==> config.mk <==
export PLATFORM = sky130hd
export DESIGN_NAME = swire_slave
export DESIGN_NICKNAME = d
export VERILOG_FILES = /design/src/design/swire_slave.v /design/src/design/swire_sync.v /design/src/design/swire_fifo.v
export VERILOG_INCLUDE_DIRS = /design/src /design/src/design
export SDC_FILE = /design/constraint.sdc
export NUM_CORES = 1
export LEC_CHECK = 0
export BUFFER_PORTS_ARGS = -buffer_cell sky130_fd_sc_hd__buf_4
export CAP_MARGIN = 20
export CORE_MARGIN = 2
export CORE_UTILIZATION = 50
export CTS_BUF_LIST = sky130_fd_sc_hd__clkbuf_8
export CTS_CLUSTER_SIZE = 40
export DETAILED_ROUTE_END_ITERATION = 8
export PLACE_DENSITY_LB_ADDON = 0.05
export REMOVE_ABC_BUFFERS = 1
export SYNTH_ARGS = -nofsm -noshare
export SYNTH_HDL_FRONTEND = slang
export SYNTH_SLANG_ARGS = --single-unit
==> constraint.sdc <==
create_clock -name clock_i -period 3.9 [get_ports clock_i]
set_input_delay 0.585 -clock clock_i [delete_from_list [all_inputs] [get_ports clock_i]]
set_output_delay 0.585 -clock clock_i [all_outputs]
set_load 0.02 [all_outputs]
==> src/design/swire_consts.vh <==
// constants for the single-wire slave command layer
`ifndef SWIRE_CONSTS_VH
`define SWIRE_CONSTS_VH

`define SW_CLK_MHZ        200
`define SW_T_RESET_US     480
`define SW_T_PWAIT_US     30
`define SW_T_PLOW_US      120
`define SW_T_SAMPLE_US    30
`define SW_T_HOLD_US      30

`define SW_RESET_CYC      (`SW_T_RESET_US * `SW_CLK_MHZ)
`define SW_PWAIT_CYC      (`SW_T_PWAIT_US * `SW_CLK_MHZ)
`define SW_PLOW_CYC       (`SW_T_PLOW_US * `SW_CLK_MHZ)
`define SW_SAMPLE_CYC     (`SW_T_SAMPLE_US * `SW_CLK_MHZ)
`define SW_HOLD_CYC       (`SW_T_HOLD_US * `SW_CLK_MHZ)

`define SW_CMD_SEARCH     8'hF0
`define SW_CMD_READ_ID    8'h33
`define SW_CMD_MATCH      8'h55
`define SW_CMD_SKIP       8'hCC
`define SW_CMD_CONVERT    8'h44
`define SW_CMD_READ_SP    8'hBE
`define SW_CMD_POWER      8'hB4

`define SW_CRC_POLY       8'h8C
`define SW_CRC_RESET      8'h00
`define SW_ID_LAST        6'h3F
`define SW_SP_LAST        7'h47
`define SW_SP_CRC_START   7'h3F
`define SW_FILL_BYTE      8'hFF

`define SW_FIFO_WIDTH     8
`define SW_FIFO_DEPTH     32
`define SW_FIFO_AW        5

`endif

==> src/design/swire_slave.v <==
// slave command layer of a single-wire thermocouple converter
// Functional notes
// - low over 480us resets, abandons transaction
// - reset, selection, function; else stay silent
// - eight-bit selection command decoded after presence
// - 33h sends whole 64-bit identity code
// - 55h compares 64 bits; mismatch waits reset
// - CCh selects without identity code
// - 44h runs one conversion, then idles
// - external power: read slots show conversion status
// - BEh shifts scratchpad LSB of byte0 first
// - reset aborts scratchpad readout, starts initialisation
// - crc over bytes 0-7 sent as byte8
// - B4h: parasite pulls low, external releases
// - master starts all slots except presence
// - idle high; unlimited gap between bits
// - initialisation is reset then presence
// - presence after 15-60us wait, 60-240us low
// - write slot sampled 15-60us after fall
// - read zero held low 30us, then released
// - all bytes least significant bit first
`timescale 1ns/100ps
`default_nettype none
`include "swire_consts.vh"
module swire_slave #(
	parameter [63:0] ID_CODE    = 64'h5A00_0000_1234_5601, // arbitrary value
	parameter [16:0] RESET_CYC  = `SW_RESET_CYC,
	parameter [16:0] PWAIT_CYC  = `SW_PWAIT_CYC,
	parameter [16:0] PLOW_CYC   = `SW_PLOW_CYC,
	parameter [16:0] SAMPLE_CYC = `SW_SAMPLE_CYC,
	parameter [16:0] HOLD_CYC   = `SW_HOLD_CYC
) (
	input  wire       clock_i,
	input  wire       reset_i,
	input  wire       dq_i,
	output wire       dq_o,
	output wire       dq_oe_o,
	input  wire       parasite_i,
	output wire       convert_start_o,
	input  wire       convert_done_i,
	input  wire [7:0] scratch_data_i,
	input  wire       scratch_valid_i,
	output wire       scratch_ready_o
);
	localparam [3:0] ST_SILENT  = 4'h0;
	localparam [3:0] ST_RST_LOW = 4'h1;
	localparam [3:0] ST_PWAIT   = 4'h2;
	localparam [3:0] ST_PLOW    = 4'h3;
	localparam [3:0] ST_ROM_CMD = 4'h4;
	localparam [3:0] ST_READ_ID = 4'h5;
	localparam [3:0] ST_MATCH   = 4'h6;
	localparam [3:0] ST_SEARCH  = 4'h7;
	localparam [3:0] ST_FUNC    = 4'h8;
	localparam [3:0] ST_CONV    = 4'h9;
	localparam [3:0] ST_READ_SP = 4'hA;
	localparam [3:0] ST_POWER   = 4'hB;
	localparam [16:0] SLOT_END  = (SAMPLE_CYC > HOLD_CYC) ? SAMPLE_CYC : HOLD_CYC;

	wire       line;
	wire       parasite;
	wire [7:0] fifo_data;
	wire       fifo_valid;

	reg [3:0]  st_q;
	reg [16:0] tim_q;
	reg [16:0] low_q;
	reg [16:0] slot_q;
	reg        act_q;
	reg        line_prev_q;
	reg        oe_q;
	reg        dq_q;
	reg [6:0]  cnt_q;
	reg [1:0]  ph_q;
	reg [7:0]  sh_q;
	reg        mok_q;
	reg [7:0]  crc_q;
	reg [7:0]  txb_q;
	reg        busy_q;
	reg        start_q;
	reg        pop_q;
	reg        fill_q;
	reg        got_q;
	reg        ld_q;

	reg        is_tx;
	reg        tx_bit;
	wire       fall;
	wire       ev;
	wire       id_bit;
	wire [7:0] cmd;
	wire       crc_fb;
	wire [7:0] crc_d;

	swire_sync u_dq_sync (
		.clock_i (clock_i),
		.reset_i (reset_i),
		.pin_i   (dq_i),
		.level_o (line)
	);

	swire_sync u_pwr_sync (
		.clock_i (clock_i),
		.reset_i (reset_i),
		.pin_i   (parasite_i),
		.level_o (parasite)
	);

	// the core only drains during a readout, so the fifo genuinely fills
	swire_fifo #(
		.WIDTH (`SW_FIFO_WIDTH),
		.DEPTH (`SW_FIFO_DEPTH),
		.AW    (`SW_FIFO_AW)
	) u_fifo (
		.clock_i     (clock_i),
		.reset_i     (reset_i),
		.in_data_i   (scratch_data_i),
		.in_valid_i  (scratch_valid_i),
		.in_ready_o  (scratch_ready_o),
		.out_data_o  (fifo_data),
		.out_valid_o (fifo_valid),
		.out_ready_i (pop_q)
	);

	assign fall   = line_prev_q & ~line;
	assign ev     = act_q && (slot_q == SAMPLE_CYC - 17'd1);
	assign id_bit = ID_CODE[cnt_q[5:0]];
	assign cmd    = {line, sh_q[7:1]};
	assign crc_fb = crc_q[0] ^ txb_q[0];
	assign crc_d  = (crc_q >> 1) ^ (crc_fb ? `SW_CRC_POLY : 8'h00);

	// what the current state puts on the bus in a read slot
	always @*
	begin
		is_tx  = 1'b0;
		tx_bit = 1'b1;
		case (st_q)
			ST_READ_ID:
			begin
				is_tx  = 1'b1;
				tx_bit = id_bit;
			end
			ST_SEARCH:
			begin
				is_tx  = (ph_q != 2'd2);
				tx_bit = (ph_q == 2'd0) ? id_bit : ~id_bit;
			end
			ST_CONV:
			begin
				is_tx  = 1'b1;
				tx_bit = ~busy_q;
			end
			ST_READ_SP:
			begin
				is_tx  = 1'b1;
				tx_bit = txb_q[0];
			end
			ST_POWER:
			begin
				is_tx  = 1'b1;
				tx_bit = ~parasite;
			end
			default:
			begin
				is_tx  = 1'b0;
				tx_bit = 1'b1;
			end
		endcase
	end

	always @(posedge clock_i or posedge reset_i)
	begin
		if (reset_i)
		begin
			st_q        <= ST_SILENT;
			tim_q       <= 17'h00000;
			low_q       <= 17'h00000;
			slot_q      <= 17'h00000;
			act_q       <= 1'b0;
			line_prev_q <= 1'b1;
			oe_q        <= 1'b0;
			dq_q        <= 1'b0;
			cnt_q       <= 7'h00;
			ph_q        <= 2'h0;
			sh_q        <= 8'h00;
			mok_q       <= 1'b0;
			crc_q       <= `SW_CRC_RESET;
			txb_q       <= `SW_FILL_BYTE;
			busy_q      <= 1'b0;
			start_q     <= 1'b0;
			pop_q       <= 1'b0;
			fill_q      <= 1'b0;
			got_q       <= 1'b0;
			ld_q        <= 1'b0;
		end
		else
		begin
			line_prev_q <= line;
			dq_q        <= 1'b0;
			start_q     <= 1'b0;
			pop_q       <= 1'b0;
			ld_q        <= fill_q;
			got_q       <= pop_q;
			fill_q      <= 1'b0;
			if (ld_q)
				txb_q <= got_q ? fifo_data : `SW_FILL_BYTE;
			// a start in the same cycle as done keeps the device busy
			if (start_q)
				busy_q <= 1'b1;
			else if (convert_done_i)
				busy_q <= 1'b0;

			// our own pull-down must not look like a master reset
			if (!line && !oe_q)
			begin
				if (low_q != RESET_CYC)
					low_q <= low_q + 17'd1;
			end
			else
				low_q <= 17'h00000;

			// slot timer: a bit is written or read once per master fall
			if (act_q)
			begin
				slot_q <= slot_q + 17'd1;
				if (slot_q == HOLD_CYC - 17'd1)
					oe_q <= 1'b0;
				if (slot_q == SLOT_END - 17'd1)
					act_q <= 1'b0;
			end
			else if (fall && (st_q >= ST_ROM_CMD))
			begin
				act_q  <= 1'b1;
				slot_q <= 17'h00000;
				oe_q   <= is_tx & ~tx_bit;
			end

			case (st_q)
				ST_RST_LOW:
				begin
					if (line)
					begin
						st_q  <= ST_PWAIT;
						tim_q <= 17'h00000;
					end
				end
				ST_PWAIT:
				begin
					tim_q <= tim_q + 17'd1;
					if (tim_q == PWAIT_CYC - 17'd1)
					begin
						st_q  <= ST_PLOW;
						tim_q <= 17'h00000;
						oe_q  <= 1'b1;
					end
				end
				ST_PLOW:
				begin
					tim_q <= tim_q + 17'd1;
					if (tim_q == PLOW_CYC - 17'd1)
					begin
						oe_q  <= 1'b0;
						st_q  <= ST_ROM_CMD;
						cnt_q <= 7'h00;
					end
				end
				ST_ROM_CMD:
				begin
					if (ev)
					begin
						sh_q  <= cmd;
						cnt_q <= cnt_q + 7'd1;
						if (cnt_q == 7'd7)
						begin
							cnt_q <= 7'h00;
							ph_q  <= 2'h0;
							mok_q <= 1'b1;
							case (cmd)
								`SW_CMD_READ_ID: st_q <= ST_READ_ID;
								`SW_CMD_MATCH:   st_q <= ST_MATCH;
								`SW_CMD_SEARCH:  st_q <= ST_SEARCH;
								`SW_CMD_SKIP:    st_q <= ST_FUNC;
								default:         st_q <= ST_SILENT;
							endcase
						end
					end
				end
				ST_READ_ID:
				begin
					if (ev)
					begin
						cnt_q <= cnt_q + 7'd1;
						if (cnt_q[5:0] == `SW_ID_LAST)
						begin
							st_q  <= ST_FUNC;
							cnt_q <= 7'h00;
						end
					end
				end
				ST_MATCH:
				begin
					if (ev)
					begin
						cnt_q <= cnt_q + 7'd1;
						if (line != id_bit)
							mok_q <= 1'b0;
						if (cnt_q[5:0] == `SW_ID_LAST)
						begin
							cnt_q <= 7'h00;
							st_q  <= (mok_q && (line == id_bit)) ? ST_FUNC : ST_SILENT;
						end
					end
				end
				ST_SEARCH:
				begin
					if (ev)
					begin
						if (ph_q != 2'd2)
							ph_q <= ph_q + 2'd1;
						else if (line != id_bit)
							st_q <= ST_SILENT;
						else if (cnt_q[5:0] == `SW_ID_LAST)
							st_q <= ST_SILENT;
						else
						begin
							ph_q  <= 2'd0;
							cnt_q <= cnt_q + 7'd1;
						end
					end
				end
				ST_FUNC:
				begin
					if (ev)
					begin
						sh_q  <= cmd;
						cnt_q <= cnt_q + 7'd1;
						if (cnt_q == 7'd7)
						begin
							cnt_q <= 7'h00;
							crc_q <= `SW_CRC_RESET;
							case (cmd)
								`SW_CMD_CONVERT:
								begin
									st_q    <= ST_CONV;
									start_q <= 1'b1;
									busy_q  <= 1'b1;
								end
								`SW_CMD_READ_SP:
								begin
									st_q   <= ST_READ_SP;
									pop_q  <= fifo_valid;
									fill_q <= 1'b1;
								end
								`SW_CMD_POWER: st_q <= ST_POWER;
								default:       st_q <= ST_SILENT;
							endcase
						end
					end
				end
				ST_READ_SP:
				begin
					if (ev)
					begin
						cnt_q <= cnt_q + 7'd1;
						txb_q <= txb_q >> 1;
						if (cnt_q < `SW_SP_CRC_START + 7'd1)
							crc_q <= crc_d;
						if (cnt_q == `SW_SP_LAST)
							st_q <= ST_SILENT;
						else if (cnt_q == `SW_SP_CRC_START)
							txb_q <= crc_d;
						else if (cnt_q[2:0] == 3'd7)
						begin
							pop_q  <= fifo_valid;
							fill_q <= 1'b1;
						end
					end
				end
				ST_CONV, ST_POWER, ST_SILENT:
				begin
					st_q <= st_q;
				end
				default:
				begin
					st_q <= ST_SILENT;
				end
			endcase

			// a long low wins over everything above
			if (low_q == RESET_CYC - 17'd1)
			begin
				st_q   <= ST_RST_LOW;
				act_q  <= 1'b0;
				oe_q   <= 1'b0;
				fill_q <= 1'b0;
				pop_q  <= 1'b0;
			end
		end
	end

	assign dq_o            = dq_q;
	assign dq_oe_o         = oe_q;
	assign convert_start_o = start_q;
endmodule
`default_nettype wire

==> src/design/swire_sync.v <==
// three-stage input synchroniser with agreement filter
`timescale 1ns/100ps
`default_nettype none
module swire_sync (
	input  wire clock_i,
	input  wire reset_i,
	input  wire pin_i,
	output wire level_o
);
	reg s1_q;
	reg s2_q;
	reg s3_q;
	reg level_q;

	// stage one feeds only stage two
	always @(posedge clock_i or posedge reset_i)
	begin
		if (reset_i)
		begin
			s1_q    <= 1'b1;
			s2_q    <= 1'b1;
			s3_q    <= 1'b1;
			level_q <= 1'b1;
		end
		else
		begin
			s1_q <= pin_i;
			s2_q <= s1_q;
			s3_q <= s2_q;
			if (s2_q == s3_q)
				level_q <= s3_q;
		end
	end

	assign level_o = level_q;
endmodule
`default_nettype wire

==> src/design/swire_fifo.v <==
// byte fifo with registered read data
`timescale 1ns/100ps
`default_nettype none
module swire_fifo #(
	parameter WIDTH = 8,
	parameter DEPTH = 32,
	parameter AW    = 5
) (
	input  wire             clock_i,
	input  wire             reset_i,
	input  wire [WIDTH-1:0] in_data_i,
	input  wire             in_valid_i,
	output wire             in_ready_o,
	output wire [WIDTH-1:0] out_data_o,
	output wire             out_valid_o,
	input  wire             out_ready_i
);
	reg [WIDTH-1:0] mem [0:DEPTH-1];
	reg [AW-1:0]    wr_q;
	reg [AW-1:0]    rd_q;
	reg [AW:0]      count_q;
	reg             ready_q;
	reg [WIDTH-1:0] rdata_q;
	wire            push;
	wire            pop;
	wire [AW:0]     count_d;

	assign push    = in_valid_i & ready_q;
	assign pop     = out_ready_i & (count_q != {(AW+1){1'b0}});
	assign count_d = count_q + {{AW{1'b0}}, push} - {{AW{1'b0}}, pop};

	always @(posedge clock_i)
	begin
		if (push)
			mem[wr_q] <= in_data_i;
	end

	always @(posedge clock_i or posedge reset_i)
	begin
		if (reset_i)
		begin
			wr_q    <= {AW{1'b0}};
			rd_q    <= {AW{1'b0}};
			count_q <= {(AW+1){1'b0}};
			ready_q <= 1'b1;
			rdata_q <= {WIDTH{1'b0}};
		end
		else
		begin
			if (push)
				wr_q <= wr_q + 1'b1;
			if (pop)
			begin
				rd_q    <= rd_q + 1'b1;
				rdata_q <= mem[rd_q];
			end
			count_q <= count_d;
			// ready is a flop so the block output is registered
			ready_q <= (count_d != DEPTH[AW:0]) && (count_d[AW] == 1'b0);
		end
	end

	assign in_ready_o  = ready_q;
	assign out_data_o  = rdata_q;
	assign out_valid_o = (count_q != {(AW+1){1'b0}});
endmodule
`default_nettype wire

Yosys cells after proc, flatten, opt, wreduce, memory -nomap -nowiden
Memories as Yosys holds them, arrays and structs flattened. A register that Yosys moved wholly into a read port is not among the register bits.
Index checks and enable logic that the tools add are counted.
Storage, ports and cells
  logic and storage cells: 263
  latch bits: 0
  bits in registers: 123
  output and inout port bits: 4
  memories: 2
  input bits: 14
  RAM bits: 256
  memory bits (read-only): 64
Memory list
  u_fifo.mem: depth 32, width 8, read ports 1, clocked after Yosys merged registers in 1, write ports 1, RTL line swire_fifo.v:18  | reg [WIDTH-1:0] mem [0:DEPTH-1];
  (name not given): depth 64, width 1, read ports 1, clocked after Yosys merged registers in 0, write ports 0, RTL line swire_slave.v:126  | assign id_bit = ID_CODE[cnt_q[5:0]];
Operators by class
  div/mod/pow operators: 0
  eq/ne operators: 70
  multiplexer cells: 109
  reductions and logical operators: 27
  bitwise operators: 12
  $add $sub $neg: 9
  shifts and indexed selects: 0
  order comparisons: 3
  multiply operators: 0
Operators with widths (count)
  $mux W17: 6
  $mux W8: 11
  $mux W4: 19
  $mux W7: 10
  $add A17 B1 Y17 const B: 3
  $pmux W17 S3: 1
  $ne A3 B3 Y1 const B: 16
  $mux W1: 44
  $pmux W4 S10: 1
  $pmux W7 S5: 1
  $eq A17 B13 Y1 const B: 2
  $eq A8 B8 Y1 const B: 4
  $ne A2 B2 Y1 const B: 15
  $eq A17 B15 Y1 const B: 1
  $eq A17 B17 Y1 const B: 1
  $ne A17 B17 Y1 const B: 1
  $reduce_and A17 Y1: 1
  $eq A4 B3 Y1 const B: 4
  $eq A4 B4 Y1 const B: 4
  $eq A8 B7 Y1 const B: 2
  $pmux W4 S4: 1
  $pmux W8 S2: 1
  $mux W2: 6
  $pmux W4 S3: 1
  other kinds (44): 74

Depth between registers and ports, before layout
  depth in word-level cells: 12
  depth in mapped cells: 17
  depth with buffers taken out: 16

Modules after synthesis
A second synthesis with hierarchy kept.
Unflattened totals
  cells, all modules: 1211
  area, all modules: 17076.4 um^2
Modules (own cells, without submodules)
  swire_fifo: area an instance 11254.5 um^2, cells an instance 595, instances 1, sequential area each 8314.2 um^2
  swire_slave: area an instance 5581.6 um^2, cells an instance 604, instances 1, sequential area each 2438.6 um^2
  swire_sync: area an instance 120.1 um^2, cells an instance 6, instances 2, sequential area each 105.1 um^2

Worst setup path after synthesis
OpenSTA, ideal clock, no wires.
  path kind: register -> register
  start: register u_fifo.count_q[2]
  end: register u_fifo.count_q[5]
  clock period less this slack: 2.635 ns
  data required time: 3.778 ns
  buffers on the path: 1
  library setup time: 0.122 ns
  setup slack: 1.265 ns
  data arrival time: 2.513 ns
  cell stages (with the launch flop): 17
  path through: dfrtp_1 > inv_1 > ha_1 > nand2_1 > nor3_1 > nand2b_1 > clkbuf_1 > inv_1 > ha_1 > inv_1 > ha_1 > a21o_1 > a21oi_1 > o21bai_1 > a21oi_1 > xnor2_1 > inv_1
Between the ends
  word-level cells in the longest chain between the ends: 3
  elaborated cells on any way between the ends: 4
  those cells by class: add/sub (2); bitwise (1); reduce/logical (1)
RTL lines
  from (decl): RTL line swire_fifo.v:21  | reg [AW:0] count_q;
  from (signal assigned): RTL line swire_fifo.v:44  | count_q <= {(AW+1){1'b0}};
  from (signal assigned): RTL line swire_fifo.v:57  | count_q <= count_d;
  $reduce_bool A6 Y1: RTL line swire_fifo.v:29  | assign pop = out_ready_i & (count_q != {(AW+1){1'b0}});
  $and A1 B1 Y1: RTL line swire_fifo.v:29
  named net u_fifo.pop: RTL line swire_fifo.v:25  | wire pop;
  $sub A6 B1 Y6: RTL line swire_fifo.v:30  | assign count_d = count_q + {{AW{1'b0}}, push} - {{AW{1'b0}}, pop};
  named net u_fifo.count_d[5]: RTL line swire_fifo.v:26  | wire [AW:0] count_d;
The timed path passes the listed nets, and every way through them passes these cells.
A chain may end at the register's enable or synchronous reset.

Final worst setup path
  start: register u_fifo.count_q[2]
  end: register u_fifo.count_q[4]
Same word-level chain as after synthesis.

==> impl_metrics.yaml <==
status:
  status: "completed"
yosys:
  async_flop_share_pct: 33.7
  synth_area_leaders: "edfxtp_1 (46%), dfrtp_1 (17%), mux4_2 (11%)"
  postSynthCellCount: 1123
  yosysWarnings: 0
  yosysMostFrequentCell: "edfxtp_1"
  synth_area_per_cell_um2: 14.8
  yosys_register_bits: 386
  post-synth-top-area-cell: "edfxtp_1"
  synthesis.area_um2: 16700
  synth_seq_area_share_pct: 65.8
  synth-main-ff-cell: "edfxtp_1"
  synth_top_area_share_pct: 46.1
  synth.top_cells.by_count: "edfxtp_1 (256), dfrtp_1 (112), nand2_1 (91)"
  synth_cell_types: 72
  synth_edf_count: 256
layout:
  nNetsFinal: 1211
  stdcell_area_um2: 18500
  drive_gt1_share_pct: 19.8
  final.fill_count: 2689
  multi_input_area_um2: 5390
  area_growth_syn_to_layout_pct: 11.2
  num_antenna_cells: 0
  final-seq-area_um2: 11000
global_route:
  overflow: 0
  grt_usage_pct: 19.8
  first_global_vias: 9638
  grt_max_degree: 82
  antenna_found_initial: 0
  grt_pass1_wl_mm: 54.1
worst_setup_path:
  crit_path_end_kind: "flip-flop"
  start_kind: "flip-flop"
  required_ps: 4360
  worst_ep_arrival_time_ps: 3260
  crit_fanout: 19
  crit_type: "flip-flop to flip-flop"
job:
  maxCapViolations: 0
floorplanning:
  initial_core_util_pct: 51.0
  io_pins: 18
  die_h_um: 187
  dieArea_um2: 34800
  num_rows: 66
  dieWidth_um: 187
  core-area_um2: 32700
timing:
  post-route-period-util_pct: 71.7
  hold_violations: 0
  fmax_ghz: 0.358
  min_period_ps: 2800
  slew_violations: 0
  grt_setup_unrepaired: "no"
  setup_viol: 0
  slew_headroom_pct: 39.5
  hold_slack_ps: 111
  tightestPinTransition_ps: 907
  clock_skew_ps: 20.9
detailed_routing:
  routed_wl_mm: 33.4
  ant_nets: 0
  drt_iter0_drc: 721
  drc: 0
  vias_per_cell: 5.60
  dr.pass1.iters: 5
  vias: 9318
  wl_per_cell_um: 20.1
place:
  io_buffers: 16
  postPlaceCellArea_um2: 17300
  hpwl_mm: 21.5
  gp_congestion: 0.815
pwr:
  powerDensity_nw_per_um2: 427
  p_leak_nw: 6.48
  ir_drop_uv: 311
clocking:
  worstSkewPairLatency_ps: 580
  holdBufCountCts: 0
  cts_buffers: 67
  cts_max_path_buffers: 3
  post_cts_resized: 0
  htreeDepth: 3
  cts-root-buf: "clkbuf_8"
  cts_tree: "done"
  clock-sinks: 386
  clk_pin_slew_ps: 60
  cts_setup_buffers: 0
min_path:
  hold_path.class: "primary input to flip-flop"
==> metal layers <==
metal	global-route usage, %	share of wire (%)	vias to the layer above
met3	3.37	3.7	63
met1	26.8	45	4684
met4	6.68	2.3	0
met5	0	0	-
li1	-	-	4402
met2	32.9	49	169
==> stage by stage <==
step / total power (W) / util, % / instances / setup TNS, ps / setup WS, ps
3_3_place_gp: 0.00460 / 52.9 / 1547 / 0 / 1150
2_1_floorplan: 0.00453 / - / 1075 / -15260 / -163
6_report: 0.00792 / 56.7 / 1664 / 0 / 1100
3_5_place_dp: 0.00461 / 52.9 / 1547 / 0 / 1100
4_1_cts: 0.00803 / 56.7 / 1664 / 0 / 1090
5_1_grt: 0.00823 / 56.7 / 1664 / 0 / 838
==> critical path, stage by stage (launching register included) <==
cell	delay, ps
dfrtp_1	380
inv_1	80
ha_1	140
nand2_1	50
nor3_1	170
nand2b_1	130
buf_4	200
inv_1	120
ha_1	300
inv_1	60
ha_1	170
inv_1	70
fa_1	430
inv_1	70
a21oi_1	60
nor2_1	90
nor2_1	50
xnor2_1	110
==> power breakdown <==
group	total, W	leakage, nW	internal, W	switching [W]
sequential	0.00440	4.02	0.00439	0.0000113
combinational	0.000116	1.74	0.0000244	0.0000917
clock	0.00340	0.721	0.00180	0.00159
total	0.00792	6.48	0.00622	0.00170
==> final cells by class <==
cell class | count | share of cell area (%)
multi-input cells | 660 | 29.1
clock buffers | 77 | 5.72
well taps | 442 | 2.98
flip-flops and latches | 386 | 59.2
clock inverters | 40 | 0.959
inverters | 29 | 0.614
repair buffers | 30 | 1.42
==> cell families (layout without fill, tap and decap cells) <==
kind of cell	count (synthesis)	after routing	synth area share (%)
mux	113	113	12.9
compound gates	139	139	5.28
other cells	1	1	0.0225
xor+xnor	39	39	2.05
buf+inv	77	176	1.87
simple gates	343	343	10.2
flops	386	386	65.8
fa+ha+maj	25	25	1.89
==> state kept, by name, summed over array words and instances (netlist names), 5 cells and up <==
signal             cells
cnt_q                  7
low_q                 17
u_fifo.wr_q            5
u_fifo.rd_q            5
sh_q                   7
tim_q                 17
txb_q                  8
slot_q                17
u_fifo.count_q         6
u_fifo.mem           256
crc_q                  8
u_fifo.out_data_o      8
==> worst paths after layout <==
check	to	cells after the start	slack, ps	start
max	u_fifo.count_q[4]$_DFF_PP0_	17	1100	u_fifo.count_q[2]$_DFF_PP0_
min	u_dq_sync.s1_q$_DFF_PP1_	1	110	dq_i
max reg2reg	u_fifo.count_q[4]$_DFF_PP0_	17	1100	u_fifo.count_q[2]$_DFF_PP0_
min reg2reg	u_pwr_sync.s2_q$_DFF_PP1_	0	360	u_pwr_sync.s1_q$_DFF_PP1_
max in group asynchronous	u_pwr_sync.level_o$_DFFE_PP1N_	3	2970	reset_i
min in group asynchronous	slot_q[12]$_DFFE_PP0P_	2	130	reset_i
==> layout by cell type (no fill, tap or decap), types with 3 or more instances in the layout <==
cell type / count
clkinv_2: 6
a31oi_1: 8
nor2b_1: 9
dfrtp_1: 110
a21oi_1: 13
and3_1: 7
nand3_1: 46
buf_4: 27
ha_1: 22
edfxtp_1: 256
buf_12: 3
mux4_2: 81
mux2_2: 11
nand3b_1: 8
or3_1: 9
xor2_1: 23
xnor2_1: 16
o31ai_1: 8
o221ai_1: 7
o211ai_1: 7
nand2_1: 91
nor2_1: 87
nor3_1: 20
nor4_1: 6
dfstp_2: 18
a22oi_1: 4
nand2b_1: 13
o21ai_0: 65
nand4b_1: 5
clkbuf_8: 77
nand4_1: 15
and2_1: 6
mux2i_1: 21
a21o_1: 3
inv_1: 49
a41oi_1: 4
clkinv_1: 10
Power figures use the tool's default switching activity.
